### src/verilog/pdfc_pkg.sv
// Shared constants, field layout and decode helpers of the frequency control block
`default_nettype none

package pdfc_pkg;

	////////////////////////////////////////////////////////////////////////////////
	// Frequency control register layout
	localparam logic [15:0] FREQ_RESET = 16'h0102;     // Value loaded by power-on reset
	localparam logic [15:0] FREQ_RW_MASK = 16'he03f;   // Bits software may change
	localparam logic [15:0] FREQ_FIXED_ONE = 16'h0100; // Bit that always reads as one
	localparam int MULT_HI_BIT = 15;                   // Multiplier select, high bit
	localparam int MULT_MID_BIT = 5;                   // Multiplier select, middle bit
	localparam int MULT_LO_BIT = 4;                    // Multiplier select, low bit
	localparam int CORE_HI_BIT = 14;                   // Core divider select, high bit
	localparam int CORE_MID_BIT = 3;                   // Core divider select, middle bit
	localparam int CORE_LO_BIT = 2;                    // Core divider select, low bit
	localparam int PER_HI_BIT = 13;                    // Peripheral divider select, high bit
	localparam int PER_MID_BIT = 1;                    // Peripheral divider select, middle bit
	localparam int PER_LO_BIT = 0;                     // Peripheral divider select, low bit

	////////////////////////////////////////////////////////////////////////////////
	// Select codes, shared by multiplier and both dividers
	localparam logic [2:0] CODE_X1 = 3'h0; // x1 or divide by 1
	localparam logic [2:0] CODE_X2 = 3'h1; // x2 or divide by 2
	localparam logic [2:0] CODE_X3 = 3'h4; // x3 or divide by 3
	localparam logic [2:0] CODE_X4 = 3'h2; // x4 or divide by 4
	localparam logic [2:0] CODE_X6 = 3'h5; // x6 or divide by 6
	localparam logic [2:0] FACT_0 = 3'h0;  // Second loop switched off
	localparam logic [2:0] FACT_1 = 3'h1;  // Factor one
	localparam logic [2:0] FACT_2 = 3'h2;  // Factor two
	localparam logic [2:0] FACT_3 = 3'h3;  // Factor three
	localparam logic [2:0] FACT_4 = 3'h4;  // Factor four
	localparam logic [2:0] FACT_6 = 3'h6;  // Factor six

	////////////////////////////////////////////////////////////////////////////////
	// Clock mode pins
	localparam logic [2:0] MODE_0 = 3'h0; // Second loop at x1
	localparam logic [2:0] MODE_1 = 3'h1; // External clock, second loop x4
	localparam logic [2:0] MODE_2 = 3'h2; // Crystal, second loop x4
	localparam logic [2:0] MODE_7 = 3'h7; // Second loop off

	////////////////////////////////////////////////////////////////////////////////
	// Controller register map and fields
	localparam logic [2:0] HOST_FREQ_WR = 3'h0; // Write: send value to the device
	localparam logic [2:0] HOST_FREQ_RD = 3'h1; // Read: device register
	localparam logic [2:0] HOST_CNT = 3'h2;     // Settle counter value
	localparam logic [2:0] HOST_CTRL = 3'h3;    // Count run bit and prescale select
	localparam logic [2:0] HOST_STATUS = 3'h4;  // Halt, settle, reject, counter
	localparam int CTRL_RUN_BIT = 7;            // Count run bit position
	localparam int STAT_HALT_BIT = 0;           // Processor halted
	localparam int STAT_SETTLE_BIT = 1;         // Settle count requested
	localparam int STAT_REJECT_BIT = 2;         // Last frequency write refused
	localparam logic [7:0] CNT_MAX = 8'hff;     // Counter value that overflows next

	////////////////////////////////////////////////////////////////////////////////
	// Values software may place in the register
	localparam int LEGAL_COUNT = 15;
	localparam logic [15:0] LEGAL_TABLE [LEGAL_COUNT] = '{
		16'h0100, 16'h0101, 16'h0102, 16'h0111, 16'h0112, 16'h0115, 16'h0116, 16'h0122,
		16'h0126, 16'h012a, 16'ha100, 16'ha101, 16'he100, 16'he101, 16'ha111};

	////////////////////////////////////////////////////////////////////////////////
	// Decode helpers
	function automatic logic [2:0] field_mult(input logic [15:0] v);
		return {v[MULT_HI_BIT], v[MULT_MID_BIT], v[MULT_LO_BIT]};
	endfunction

	function automatic logic [2:0] field_core(input logic [15:0] v);
		return {v[CORE_HI_BIT], v[CORE_MID_BIT], v[CORE_LO_BIT]};
	endfunction

	function automatic logic [2:0] field_per(input logic [15:0] v);
		return {v[PER_HI_BIT], v[PER_MID_BIT], v[PER_LO_BIT]};
	endfunction

	// Code to factor; reserved codes fall back to one
	function automatic logic [2:0] code_factor(input logic [2:0] c);
		case (c)
			CODE_X2: return FACT_2;
			CODE_X3: return FACT_3;
			CODE_X4: return FACT_4;
			CODE_X6: return FACT_6;
			default: return FACT_1;
		endcase
	endfunction

	// Mode pins to second loop factor
	function automatic logic [2:0] pll2_factor(input logic [2:0] m);
		case (m)
			MODE_0: return FACT_1;
			MODE_1, MODE_2: return FACT_4;
			default: return FACT_0;
		endcase
	endfunction

	// Prescale select to mask: divide by 1,4,16,32,64,256,1024,4096
	function automatic logic [11:0] presc_mask(input logic [2:0] sel);
		case (sel)
			3'h0: return 12'h000;
			3'h1: return 12'h003;
			3'h2: return 12'h00f;
			3'h3: return 12'h01f;
			3'h4: return 12'h03f;
			3'h5: return 12'h0ff;
			3'h6: return 12'h3ff;
			default: return 12'hfff;
		endcase
	endfunction

	function automatic logic is_legal(input logic [15:0] v);
		logic hit;
		hit = 1'b0;
		for (int i = 0; i < LEGAL_COUNT; i++) begin
			if (LEGAL_TABLE[i] == v) begin
				hit = 1'b1;
			end
		end
		return hit;
	endfunction

endpackage

`default_nettype wire

### src/verilog/pdfc_if.sv
// Interface joining the frequency control block and its controlling party
`default_nettype none

interface pdfc_if;
	logic wr;                // Register write strobe, one cycle
	logic rd;                // Register read strobe, one cycle
	logic word;              // Access is a full 16-bit word
	logic [15:0] wdata;      // Write data
	logic [15:0] rdata;      // Read data, same cycle as rd
	logic overflow;          // Settle counter overflow pulse
	logic settle_req;        // Device asks the settle counter to run
	logic halt;              // Processor held
	logic core_en;           // Core clock enable pulse
	logic periph_en;         // Peripheral clock enable pulse
	logic count_clk_en;      // Peripheral clock kept for the settle counter
	logic [2:0] pll1_mult;   // Active first loop factor
	logic [2:0] pll2_mult;   // Second loop factor from mode pins
	logic [2:0] core_div;    // Active core divide factor
	logic [2:0] periph_div;  // Active peripheral divide factor

	// Frequency control end
	modport dev (
		input wr, rd, word, wdata, overflow,
		output rdata, settle_req, halt, core_en, periph_en, count_clk_en,
		output pll1_mult, pll2_mult, core_div, periph_div
	);

	// Controlling end: processor access and settle counter
	modport host (
		output wr, rd, word, wdata, overflow,
		input rdata, settle_req, halt, core_en, periph_en, count_clk_en,
		input pll1_mult, pll2_mult, core_div, periph_div
	);
endinterface

`default_nettype wire

### src/verilog/pdfc_dev.sv
// Frequency control end: register, clock dividers and settle sequencing
//
// The address map and strobed register access were chosen for this implementation.
`default_nettype none

module pdfc_dev
	import pdfc_pkg::*;
(
	input wire logic i_clk,
	input wire logic i_rstn,
	input wire logic [2:0] i_clk_mode,
	pdfc_if.dev bus,
	output logic [15:0] o_freq,
	output logic o_settling
);
	import pdfc_pkg::*;

	////////////////////////////////////////////////////////////////////////////////
	// State

	// Running normally or waiting for the loop to settle
	typedef enum logic {
		PH_RUN,
		PH_SETTLE
	} pdfc_phase_t;

	// Whole state of the block
	typedef struct packed {
		pdfc_phase_t phase;  // Sequencing phase
		logic [15:0] freq;   // Frequency control register as read
		logic [2:0] act_mult;  // Multiplier code in use
		logic [2:0] act_core;  // Core divider code in use
		logic [2:0] act_per;   // Peripheral divider code in use
		logic [2:0] core_cnt;  // Core divider counter
		logic [2:0] per_cnt;   // Peripheral divider counter
		logic [2:0] mode_s1;   // Mode pin synchroniser, first stage
		logic [2:0] mode_s2;   // Mode pin synchroniser, second stage
		logic [2:0] mode_s3;   // Mode pin synchroniser, third stage
		logic [2:0] mode;      // Accepted clock mode
	} pdfc_dev_state_t;

	// Power-on values; field codes match the register reset value
	localparam pdfc_dev_state_t ST_RESET = '{
		phase: PH_RUN,
		freq: FREQ_RESET,
		act_mult: CODE_X1,
		act_core: CODE_X1,
		act_per: CODE_X4,
		mode: MODE_0,
		default: '0
	};

	pdfc_dev_state_t s;       // Registered state
	pdfc_dev_state_t next_s;  // Next state
	logic [15:0] wr_val;      // Written value with fixed bits forced
	logic wr_ok;              // Word write accepted
	logic [2:0] core_fact;    // Core divide factor in use
	logic [2:0] per_fact;     // Peripheral divide factor in use

	////////////////////////////////////////////////////////////////////////////////
	// Decode of the fields in use

	// Factors of the active codes
	always_comb begin
		core_fact = code_factor(s.act_core);
		per_fact = code_factor(s.act_per);
	end

	// Write value: only writable bits kept, reserved zero, bit eight one
	always_comb begin
		wr_val = (bus.wdata & FREQ_RW_MASK) | FREQ_FIXED_ONE;
		wr_ok = bus.wr && bus.word;
	end

	////////////////////////////////////////////////////////////////////////////////
	// Next state

	always_comb begin
		next_s = s;

		// Mode pins pass three flops; accept once stages two and three agree
		next_s.mode_s1 = i_clk_mode;
		next_s.mode_s2 = s.mode_s1;
		next_s.mode_s3 = s.mode_s2;
		if (s.mode_s2 == s.mode_s3) begin
			next_s.mode = s.mode_s3;
		end

		unique case (s.phase)
			// Normal running: take writes
			PH_RUN: begin
				if (wr_ok) begin
					next_s.freq = wr_val;
					if (field_mult(wr_val) != s.act_mult) begin
						// New multiplier: hold the core and peripheral clocks until the loop settles
						next_s.phase = PH_SETTLE;
					end else begin
						// Dividers only: no settle count, use them now
						next_s.act_core = field_core(wr_val);
						next_s.act_per = field_per(wr_val);
					end
				end
			end
			// Settling: processor is halted, so writes cannot arrive
			PH_SETTLE: begin
				if (bus.overflow) begin
					// Overflow ends the wait and releases the new clocks
					next_s.act_mult = field_mult(s.freq);
					next_s.act_core = field_core(s.freq);
					next_s.act_per = field_per(s.freq);
					next_s.phase = PH_RUN;
				end
			end
		endcase

		// Core divider; held in reset while settling so it restarts cleanly
		if (s.phase == PH_SETTLE || s.core_cnt >= core_fact - FACT_1) begin
			next_s.core_cnt = '0;
		end else begin
			next_s.core_cnt = s.core_cnt + 3'h1;
		end

		// Peripheral divider keeps running: the settle counter needs it
		if (s.per_cnt >= per_fact - FACT_1) begin
			next_s.per_cnt = '0;
		end else begin
			next_s.per_cnt = s.per_cnt + 3'h1;
		end
	end

	////////////////////////////////////////////////////////////////////////////////
	// State register; only power-on reset touches the contents

	always_ff @(posedge i_clk or negedge i_rstn) begin
		if (!i_rstn) begin
			s <= ST_RESET;
		end else begin
			s <= next_s;
		end
	end

	////////////////////////////////////////////////////////////////////////////////
	// Outputs

	// Clock enables; i_clk stands for the first loop output
	always_comb begin
		bus.core_en = (s.phase == PH_RUN) && (s.core_cnt == 3'h0);
		bus.periph_en = (s.phase == PH_RUN) && (s.per_cnt == 3'h0);
		bus.count_clk_en = (s.per_cnt == 3'h0);
	end

	// Ratios in use and sequencing status
	always_comb begin
		bus.pll1_mult = code_factor(s.act_mult);
		bus.pll2_mult = pll2_factor(s.mode);
		bus.core_div = core_fact;
		bus.periph_div = per_fact;
		bus.halt = (s.phase == PH_SETTLE);
		bus.settle_req = (s.phase == PH_SETTLE);
	end

	// Register read; narrower accesses read zero
	always_comb begin
		if (bus.rd && bus.word) begin
			bus.rdata = s.freq;
		end else begin
			bus.rdata = '0;
		end
	end

	// User-side view
	always_comb begin
		o_freq = s.freq;
		o_settling = (s.phase == PH_SETTLE);
	end

endmodule

`default_nettype wire

### src/flat_wrapper.sv
// flat-port wrapper written by rule: the top's interface ports become plain ports
module pdfc_dev_flat import pdfc_pkg::*;
  (i_clk, i_rstn, i_clk_mode, o_freq, o_settling, bus_wr, bus_rd, bus_word, bus_wdata, bus_overflow, bus_rdata, bus_settle_req, bus_halt, bus_core_en, bus_periph_en, bus_count_clk_en, bus_pll1_mult, bus_pll2_mult, bus_core_div, bus_periph_div);
  pdfc_if bus_i ();
  input wire logic i_clk;
  input wire logic i_rstn;
  input wire logic [2:0] i_clk_mode;
  output logic [15:0] o_freq;
  output logic o_settling;
  input wire logic [$bits(bus_i.wr)-1:0] bus_wr;
  input wire logic [$bits(bus_i.rd)-1:0] bus_rd;
  input wire logic [$bits(bus_i.word)-1:0] bus_word;
  input wire logic [$bits(bus_i.wdata)-1:0] bus_wdata;
  input wire logic [$bits(bus_i.overflow)-1:0] bus_overflow;
  output wire logic [$bits(bus_i.rdata)-1:0] bus_rdata;
  output wire logic [$bits(bus_i.settle_req)-1:0] bus_settle_req;
  output wire logic [$bits(bus_i.halt)-1:0] bus_halt;
  output wire logic [$bits(bus_i.core_en)-1:0] bus_core_en;
  output wire logic [$bits(bus_i.periph_en)-1:0] bus_periph_en;
  output wire logic [$bits(bus_i.count_clk_en)-1:0] bus_count_clk_en;
  output wire logic [$bits(bus_i.pll1_mult)-1:0] bus_pll1_mult;
  output wire logic [$bits(bus_i.pll2_mult)-1:0] bus_pll2_mult;
  output wire logic [$bits(bus_i.core_div)-1:0] bus_core_div;
  output wire logic [$bits(bus_i.periph_div)-1:0] bus_periph_div;
  assign bus_i.wr = bus_wr;
  assign bus_i.rd = bus_rd;
  assign bus_i.word = bus_word;
  assign bus_i.wdata = bus_wdata;
  assign bus_i.overflow = bus_overflow;
  assign bus_rdata = bus_i.rdata;
  assign bus_settle_req = bus_i.settle_req;
  assign bus_halt = bus_i.halt;
  assign bus_core_en = bus_i.core_en;
  assign bus_periph_en = bus_i.periph_en;
  assign bus_count_clk_en = bus_i.count_clk_en;
  assign bus_pll1_mult = bus_i.pll1_mult;
  assign bus_pll2_mult = bus_i.pll2_mult;
  assign bus_core_div = bus_i.core_div;
  assign bus_periph_div = bus_i.periph_div;
  pdfc_dev u_core (.i_clk(i_clk), .i_rstn(i_rstn), .i_clk_mode(i_clk_mode), .bus(bus_i), .o_freq(o_freq), .o_settling(o_settling));
endmodule
### config.mk
export PLATFORM = sky130hd
export DESIGN_NAME = pdfc_dev_flat
export DESIGN_NICKNAME = d
export VERILOG_FILES = /design/src/verilog/pdfc_pkg.sv /design/src/verilog/pdfc_if.sv /design/src/verilog/pdfc_dev.sv /design/src/flat_wrapper.sv
export SDC_FILE = /design/constraint.sdc
export NUM_CORES = 1
export LEC_CHECK = 0
export ABC_AREA = 0
export BUFFER_PORTS_ARGS = -buffer_cell sky130_fd_sc_hd__buf_2
export CORE_AREA = 5 5 79 74
export CTS_CLUSTER_SIZE = 8
export DETAILED_ROUTE_END_ITERATION = 7
export DIE_AREA = 0 0 84 79
export PLACE_DENSITY = 0.78
export SLEW_MARGIN = 30
export SYNTH_ARGS = -nofsm -noshare
export SYNTH_HDL_FRONTEND = slang
export SYNTH_SLANG_ARGS = --single-unit
export TNS_END_PERCENT = 5
### constraint.sdc
create_clock -name i_clk -period 1.9 [get_ports i_clk]
set_input_delay 0.095 -clock i_clk [delete_from_list [all_inputs] [get_ports i_clk]]
set_output_delay 0.095 -clock i_clk [all_outputs]
set_load 0.01 [all_outputs]
==> results of run 1 <==
## timing repair
item,4_1_cts,5_1_grt
gates resized for setup,10,12
hold buffers,4,0
buffers inserted,1,0
endpoints found under the hold margin,38,0
pin swaps,4,5
endpoints found under the setup margin,5,6
## power breakdown
| group | internal [mW] | switching, mW |
|---|---|---|
| registers | 1.05 | 0.252 |
| clock network | 0.254 | 0.259 |
| logic | 1.24 | 1.19 |
## how the worst max path moves through the flow
| stage | startpoint | endpoint | depth (start not counted) |
|---|---|---|---|
| floorplan | u_core.s[21] | u_core.s[15] | 7 |
| detailed placement | u_core.s[22] | u_core.s[17] | 5 |
| CTS | u_core.s[19] | u_core.s[13] | 7 |
| global route | u_core.s[21] | u_core.s[16] | 7 |
| finish | u_core.s[19] | u_core.s[14] | 7 |
| global placement | u_core.s[22] | u_core.s[16] | 5 |
## sequential cells by signal (all words and copies together) (netlist names)
register,flops
u_core.next_s,6
u_core.o_freq,9
u_core.s,21
u_core.bus.halt,1
## worst reg2reg max path, cell delays in order (launching register included)
cell and delay (ps):
dfstp_2 570, nor2b_2 60, a21oi_2 110, inv_1 70, ha_1 270, ha_1 270, a21o_1 210, a211oi_2 220
## area by class of cell
type                       instances  area [um2]
timing repair buffer              62         343
sequential                        37         928
clock buffer                       6        72.6
tap                               67        83.8
inverter                          13        48.8
multi-input combinational        112        1060
clock inverter                     2        10.0
fill                             452        2450
## kinds of logic (layout without fill, tap and decap cells)
family,count (synthesis),after routing,share of synthesized area (%)
AOI/OAI and AO/OA,18,18,7.55
xor gates and xnor gates,11,11,4.65
and+or+nand+nor,31,31,9.24
buffers and inverters,41,83,12.0
DFF,37,37,44.8
other,2,14,0.362
muxes,26,26,14.1
adders and majority gates,12,12,7.25
## metal layers
metal / up-vias / part of all wire [%] / global-route usage, %
li1: 677 / - / -
met1: 666 / 42 / 16.0
met2: 45 / 50 / 23.8
met3: 11 / 6.2 / 3.84
met4: 0 / 2.5 / 4.50
met5: - / 0 / 0
## layout by cell type, fill, tap and decap left out, types with 2 or more instances in the layout
| cell | n |
|---|---|
| xor2_1 | 6 |
| clkbuf_8 | 5 |
| mux2_2 | 26 |
| and2_1 | 2 |
| inv_1 | 12 |
| ha_1 | 9 |
| dlygate4sd3_1 | 4 |
| a2111oi_4 | 2 |
| clkinv_2 | 2 |
| dfstp_2 | 2 |
| a21oi_2 | 2 |
| buf_2 | 53 |
| and3_1 | 9 |
| buf_4 | 5 |
| nor3_1 | 4 |
| nor2_1 | 4 |
| a211oi_2 | 3 |
| ha_4 | 2 |
| conb_1 | 14 |
| xnor2_1 | 5 |
| a22o_1 | 2 |
| dfrtp_1 | 35 |
## through the flow
| step | hold WS (ps) | cells | total power [mW] | setup TNS [ps] |
|---|---|---|---|---|
| 4_1_cts | 21.6 | 299 | 3.88 | -12.3 |
| 6_report | 24.2 | 299 | 4.26 | 0 |
| 2_1_floorplan | -201 | 190 | 2.66 | -47.2 |
| 3_5_place_dp | 204 | 286 | 3.14 | -349 |
| 5_1_grt | 24.2 | 299 | 4.60 | -292 |
| 3_3_place_gp | 206 | 286 | 3.07 | -155 |
==> flow_metrics.tcl, run 1 <==
set metrics [dict create \
    status "complete, no violations" \
    grt_max_degree 38 \
    synth_top_cell_area_share_pct 42.3 \
    yosysMostFrequentCell "dfrtp_1" \
    worstHoldEndpoint "u_core.bus.halt" \
    start_util_pct 41.4 \
    hp-start "bus_overflow" \
    antenna_found_initial 0 \
    postSynthAreaPerCell_um2 11.6 \
    place.gp.congestion 0.717 \
    dp_hpwl_mm 3.16 \
    drc 0 \
    critPathMaxStageDelay_ps 570 \
    ys_ff_latch 37 \
    synth_commonest_cells "dfrtp_1, mux2_2, buf_4" \
    worst_pin_slew_ps 805 \
    wl_per_cell_um 14.6 \
    drive_above_1_share_pct 50.0 \
    io_buffers 53 \
    finalNetCount 268 \
    track_usage_pct 13.6 \
    async_reset_ff_share_pct 100 \
    numCtsBuffers 5 \
    period_minus_slack_ps 1880 \
    maxCapViolations 0 \
    path_class "reg -> reg" \
    crit_chain "nor2b_2 > a21oi_2 > inv_1 > ha_1 > ha_1 > a21o_1 > a211oi_2" \
    crit_fanout 5 \
    row_count 25 \
    cpLargestDelayFamily "flip-flops" \
    finalCritPeriodShare_pct 98.7 \
    setup_viol 0 \
    pre_cts_slack_ps -141 \
    dpl-instance-area_mm2 0.00230 \
    grt_pass1_vias 1520 \
    rr_startpoint "u_core.s[19]" \
    drtIter0Drc 41 \
    via_per_inst 4.68 \
    grt_first_pass_wirelength_mm 7.06 \
    critPathMostFrequentCell "ha_1" \
    drtPass1Iterations 3 \
    skew_ps 4.37 \
    syn_area_mm2 0.00207 \
    hold_viol 0 \
    h-tree-depth 2 \
    leakagePower_nw 1.28 \
    rrSetupSlack_ps 20 \
    clk_path_buf_depth 2 \
    required_ps 2100 \
    area_delta_synth_final_pct 23.1 \
    critical_path_buf_inv_count 1 \
    rsz0062_at_grt "true" \
    io_pins 75 \
    grt_overflow 0 \
    fin_area_mm2 0.00255 \
    totalWireLength_mm 4.36 \
    peakVddDrop_mv 0.981 \
    holdPathStages 2 \
    cts.sinks 37 \
    ys_types 33 \
    clkTransAtPathRegs_ps 70 \
    min_path_type "in -> reg" \
    chipHeight_um 79 \
    arrival_ps 2070 \
    clock_latency_ps 280 \
    finalWorstSetupSlack_ps 24.0 \
    synth_area_leaders "dfrtp_1, mux2_2, buf_4, ha_1, and3_1" \
    synth_edf_count 0 \
    antenna_cells 0 \
    slew_headroom_pct 46.3 \
    yosys.area.top_type "dfrtp_1" \
    die_w_um 84 \
    cts_root_buffer "clkbuf_8" \
    postRouteAntennaNets 0 \
    start_kind "register" \
    core_area_mm2 0.00500 \
    post-route-util_pct 50.9 \
    powerDensity_mw_per_mm2 1670 \
    endpoint_kind "register" \
    ys_warn_count 0 \
    reg2reg_to "u_core.s[14]" \
    cts_tree "built" \
    finalMaxSlewViolations 0 \
    die_area_mm2 0.00664 \
    max_freq_mhz 533 \
    synth-seq-area-share_pct 44.8 \
    rr_worst_depth 7 \
    synthCells 178 \
    cpMaxStageDelayCell "dfstp_2" \
    vias 1399 \
    synth_ff_type "dfrtp_1" \
]
Power figures use the tool's default switching activity.
==> inputs of run 2 (changes only) <==
Settings changed: CTS_BUF_LIST set to sky130_fd_sc_hd__clkbuf_8.
==> flow_metrics.tcl, run 2 (synthesis gave the netlist of run 1 again) <==
set metrics [dict create \
    clkTransAtPathRegs_ps 70 \
    peakVddDrop_mv 0.981 \
    rsz0062_at_grt "true" \
    start_util_pct 41.4 \
    arrival_ps 2070 \
    pre_cts_slack_ps -141 \
    regMostFlops "u_core.s" \
    chipHeight_um 79 \
    hold_viol 0 \
    rr_startpoint "u_core.s[19]" \
    clock_latency_ps 280 \
    leakagePower_nw 1.28 \
    start_kind "register" \
    status "complete, no violations" \
    track_usage_pct 13.6 \
    grt_pass1_vias 1520 \
    dp_hpwl_mm 3.16 \
    dpl-instance-area_mm2 0.00230 \
    finalCritPeriodShare_pct 98.7 \
    drc 0 \
    antenna_cells 0 \
    core_area_mm2 0.00500 \
    mostFrequentLayoutCells "buf_2, dfrtp_1, mux2_2" \
    row_count 25 \
    grt_overflow 0 \
    maxCapViolations 0 \
    critPathMostFrequentCell "ha_1" \
    wl_per_cell_um 14.6 \
    finalMaxSlewViolations 0 \
    vias 1398 \
    setup_viol 0 \
    hp-start "bus_overflow" \
    path_class "reg -> reg" \
    holdPathStages 2 \
    required_ps 2100 \
    crit_fanout 5 \
    area_delta_synth_final_pct 23.1 \
    postRouteAntennaNets 0 \
    cpMaxStageDelayCell "dfstp_2" \
    reg2reg_to "u_core.s[14]" \
    endpoint_kind "register" \
    largest_reg_flops 21 \
    rrSetupSlack_ps 20 \
    die_area_mm2 0.00664 \
    io_pins 75 \
    cts_tree "built" \
    via_per_inst 4.68 \
    worstHoldEndpoint "u_core.bus.halt" \
    place.gp.congestion 0.717 \
    rr_worst_depth 7 \
    slew_headroom_pct 46.3 \
    numCtsBuffers 5 \
    h-tree-depth 2 \
    io_buffers 53 \
    cts.sinks 37 \
    totalWireLength_mm 4.36 \
    fin_area_mm2 0.00255 \
    worst_pin_slew_ps 805 \
    powerDensity_mw_per_mm2 1670 \
    finalNetCount 268 \
    grt_max_degree 38 \
    skew_ps 4.37 \
    max_freq_mhz 533 \
    drive_above_1_share_pct 50.0 \
    die_w_um 84 \
    finalWorstSetupSlack_ps 24.0 \
    period_minus_slack_ps 1880 \
    crit_chain "nor2b_2 > a21oi_2 > inv_1 > ha_1 > ha_1 > a21o_1 > a211oi_2" \
    clk_path_buf_depth 2 \
    drtPass1Iterations 3 \
    layout_commonest_cell "buf_2" \
    critPathMaxStageDelay_ps 570 \
    min_path_type "in -> reg" \
    antenna_found_initial 0 \
    drtIter0Drc 41 \
    grt_first_pass_wirelength_mm 7.06 \
    cts_root_buffer "clkbuf_8" \
]
-- run 2: cell types whose count changed in the layout (fill, tap and decap cells not counted) --
| cell | before | now |
|---|---|---|
| clkbuf_1 | 1 | 0 |
| inv_1 | 12 | 13 |
-- run 2: timing repair --
item	CTS	global route
setup endpoints to repair	5	6
resized for setup	10	12
endpoints found under the hold margin	38	0
pin swaps	4	5
buffers inserted	1	0
hold buffers	4	0
-- run 2: worst max-delay path, delay by kind of cell (launching register included) --
kind                     cells  cell delay (ps)
AO/OA/AOI/OAI                3              540
adder cells (fa/ha/maj)      2              540
buffers and inverters        1               70
flip-flops                   1              570
AND/OR/NAND/NOR              1               60
-- run 2: through the flow --
| step | TNS (ps) | utilization [%] | hold WS (ps) | power [mW] | std cells |
|---|---|---|---|---|---|
| global placement | -155 | 46.0 | 206 | 3.07 | 286 |
| finish | 0 | 50.9 | 24.2 | 4.25 | 299 |
| floorplan | -47.2 | - | -201 | 2.66 | 190 |
| global route | -295 | 50.9 | 24.2 | 4.59 | 299 |
| CTS | -13.0 | 49.4 | 21.6 | 3.88 | 299 |
| detailed placement | -349 | 46.0 | 204 | 3.14 | 286 |
-- run 2: worst max path at each step --
stage                 startpoint           end  cells after the start
finish              u_core.s[19]  u_core.s[14]                      7
global route        u_core.s[21]  u_core.s[16]                      7
CTS                 u_core.s[19]  u_core.s[13]                      7
detailed placement  u_core.s[22]  u_core.s[17]                      5
global placement    u_core.s[22]  u_core.s[16]                      5
floorplan           u_core.s[21]  u_core.s[15]                      7
-- run 2: report_power, final --
| part | total [mW] | switching (mW) | internal [mW] | leakage [nW] |
|---|---|---|---|---|
| logic | 2.44 | 1.19 | 1.24 | 0.795 |
| registers | 1.31 | 0.252 | 1.05 | 0.438 |
| clock network | 0.507 | 0.259 | 0.248 | 0.0491 |
| total | 4.25 | 1.70 | 2.55 | 1.28 |
-- run 2: metal layers --
| layer | track usage, % | vias up | part of all wire [%] |
|---|---|---|---|
| li1 | - | 677 | - |
| met1 | 16.0 | 665 | 42 |
| met2 | 23.8 | 45 | 50 |
| met3 | 3.84 | 11 | 6.2 |
| met4 | 4.50 | 0 | 2.5 |
| met5 | 0 | - | 0 |
-- run 2: cell type report --
cell class | instances | area [um2]
timing repair buffer | 62 | 343
multi-input combinational | 112 | 1060
clock inverter | 3 | 13.8
clock buffer | 5 | 68.8
fill | 452 | 2450
tap | 67 | 83.8
sequential | 37 | 928
inverter | 13 | 48.8
==> inputs of run 3 (changes only) <==
Settings changed: CORE_AREA 5 5 79 74 to 5 5 102 95, DIE_AREA 0 0 84 79 to 0 0 107 100, PLACE_DENSITY 0.78 to 0.52.
==> flow_metrics.tcl, run 3 (synthesis gave the netlist of run 1 again) <==
set metrics [dict create \
    clk_path_buf_depth 2 \
    layout_commonest_cell "buf_2" \
    row_count 32 \
    cts_root_buffer "clkbuf_8" \
    h-tree-depth 2 \
    vias 1419 \
    regMostFlops "u_core.s" \
    die_area_mm2 0.0107 \
    slew_headroom_pct 64.5 \
    cts_tree "built" \
    antenna_found_initial 0 \
    powerDensity_mw_per_mm2 1760 \
    place.gp.congestion 0.699 \
    setup_viol 1 \
    final_cells 343 \
    path_class "reg -> reg" \
    endpoint_kind "register" \
    mostFrequentLayoutCells "buf_2, dfrtp_1, mux2_2" \
    via_per_inst 4.14 \
    period_minus_slack_ps 1910 \
    hold_viol 0 \
    numCtsBuffers 5 \
    dp_cells 326 \
    pre_cts_slack_ps -152 \
    crit_fanout 4 \
    power_frac_seq_pct 26.6 \
    clock_latency_ps 290 \
    io_pins 75 \
    grt_first_pass_wirelength_mm 7.44 \
    totalWireLength_mm 4.67 \
    peakVddDrop_mv 0.524 \
    grt_pass1_vias 1522 \
    core_area_mm2 0.00841 \
    finalMaxSlewViolations 0 \
    drive_above_1_share_pct 53.9 \
    io_buffers 53 \
    largest_reg_flops 21 \
    arrival_ps 2090 \
    holdPathStages 2 \
    power_switching_share_pct 37.1 \
    drtIter0Drc 33 \
    area_delta_synth_final_pct 34.7 \
    drc 0 \
    maxCapViolations 0 \
    wl_per_cell_um 13.6 \
    antenna_cells 0 \
    whs_ps 51.8 \
    finalWorstSetupSlack_ps -10.9 \
    finalCritPeriodShare_pct 101 \
    pwr-share-clk_pct 16.3 \
    max_freq_mhz 523 \
    worst_pin_slew_ps 532 \
    dp_hpwl_mm 3.50 \
    leakagePower_nw 1.35 \
    drtPass1Iterations 2 \
    cts.sinks 37 \
    postRouteAntennaNets 0 \
    status "finished, violations left" \
    min_path_type "in -> reg" \
    finalNetCount 277 \
    grt_max_degree 24 \
    grt_overflow 0 \
    chipHeight_um 100 \
    rsz0062_at_grt "true" \
    skew_ps 4.66 \
    rr_worst_depth 7 \
    internal_power_mw 3.09 \
    post-route-util_pct 33.2 \
    clkTransAtPathRegs_ps 70 \
    start_kind "register" \
    required_ps 2080 \
    die_w_um 107 \
    power_switching_mw 1.82 \
    start_util_pct 24.6 \
    violations "negative setup slack" \
    track_usage_pct 9.02 \
    combPwrFrac_pct 57.1 \
]
-- run 3: changes by cell type in the layout (fill, tap and decap cells not counted), sizes merged --
cell | before | now
bufinv | 0 | 2
inv | 14 | 13
clkinv | 2 | 1
dlygate4sd3 | 4 | 5
buf | 58 | 66
-- run 3: worst paths after layout --
kind / from / end / slack [ps]
min in group asynchronous: i_rstn / u_core.next_s[3] / 320
max in group asynchronous: i_rstn / u_core.s[17] / 1050
setup / recovery: u_core.s[22] / u_core.s[16] / -10
hold / removal: bus_wdata[13] / u_core.o_freq[13] / 50
setup reg to reg: u_core.s[22] / u_core.s[16] / -10
hold reg to reg: u_core.next_s[8] / u_core.next_s[5] / 350
-- run 3: final cells by class --
| class | instances | area (um2) |
|---|---|---|
| fillers | 856 | 5620 |
| multi-input cells | 112 | 1130 |
| flip-flops and latches | 37 | 928 |
| repair buffers | 71 | 417 |
| well taps | 102 | 128 |
| clock buffers | 5 | 68.8 |
| clock inverters | 3 | 65.1 |
| inverters | 13 | 48.8 |
-- run 3: power by group through the flow --
stage / Combinational [mW] / Clock [mW] / Sequential (mW)
finish: 2.80 / 0.802 / 1.31
floorplan: 1.41 / 0 / 1.24
global placement: 1.88 / 0 / 1.28
CTS: 2.20 / 0.832 / 1.28
detailed placement: 1.91 / 0 / 1.29
global route: 3.08 / 0.875 / 1.34
-- run 3: per-stage QoR --
step,area (um2),setup TNS [ps],power [mW]
floorplan,2120,-47.2,2.66
global placement,2380,-183,3.16
detailed placement,2380,-389,3.20
CTS,2630,-16.1,4.31
global route,2790,-189,5.29
finish,2790,-10.9,4.91
-- run 3: layer usage --
metal,vias up,routed length [um],track usage (%)
li1,699,-,-
met1,668,2210,11.9
met2,47,2100,14.0
met3,5,297,2.89
met4,0,60,2.95
met5,-,0,0
-- run 3: critical path: stages, from the launching register on --
cell and delay [ps]:
dfrtp_1 450, buf_6 150, a21oi_4 120, inv_2 70
ha_4 270, ha_4 190, a21o_4 220, a2111oi_4 340
-- run 3: what timing repair did --
action | in CTS | in global routing
resized for setup | 12 | 21
setup buffers | 2 | 2
endpoints found under the setup margin | 5 | 6
gates cloned | 0 | 0
hold endpoints to repair | 23 | 0
hold buffers | 5 | 0
pin swaps | 4 | 9
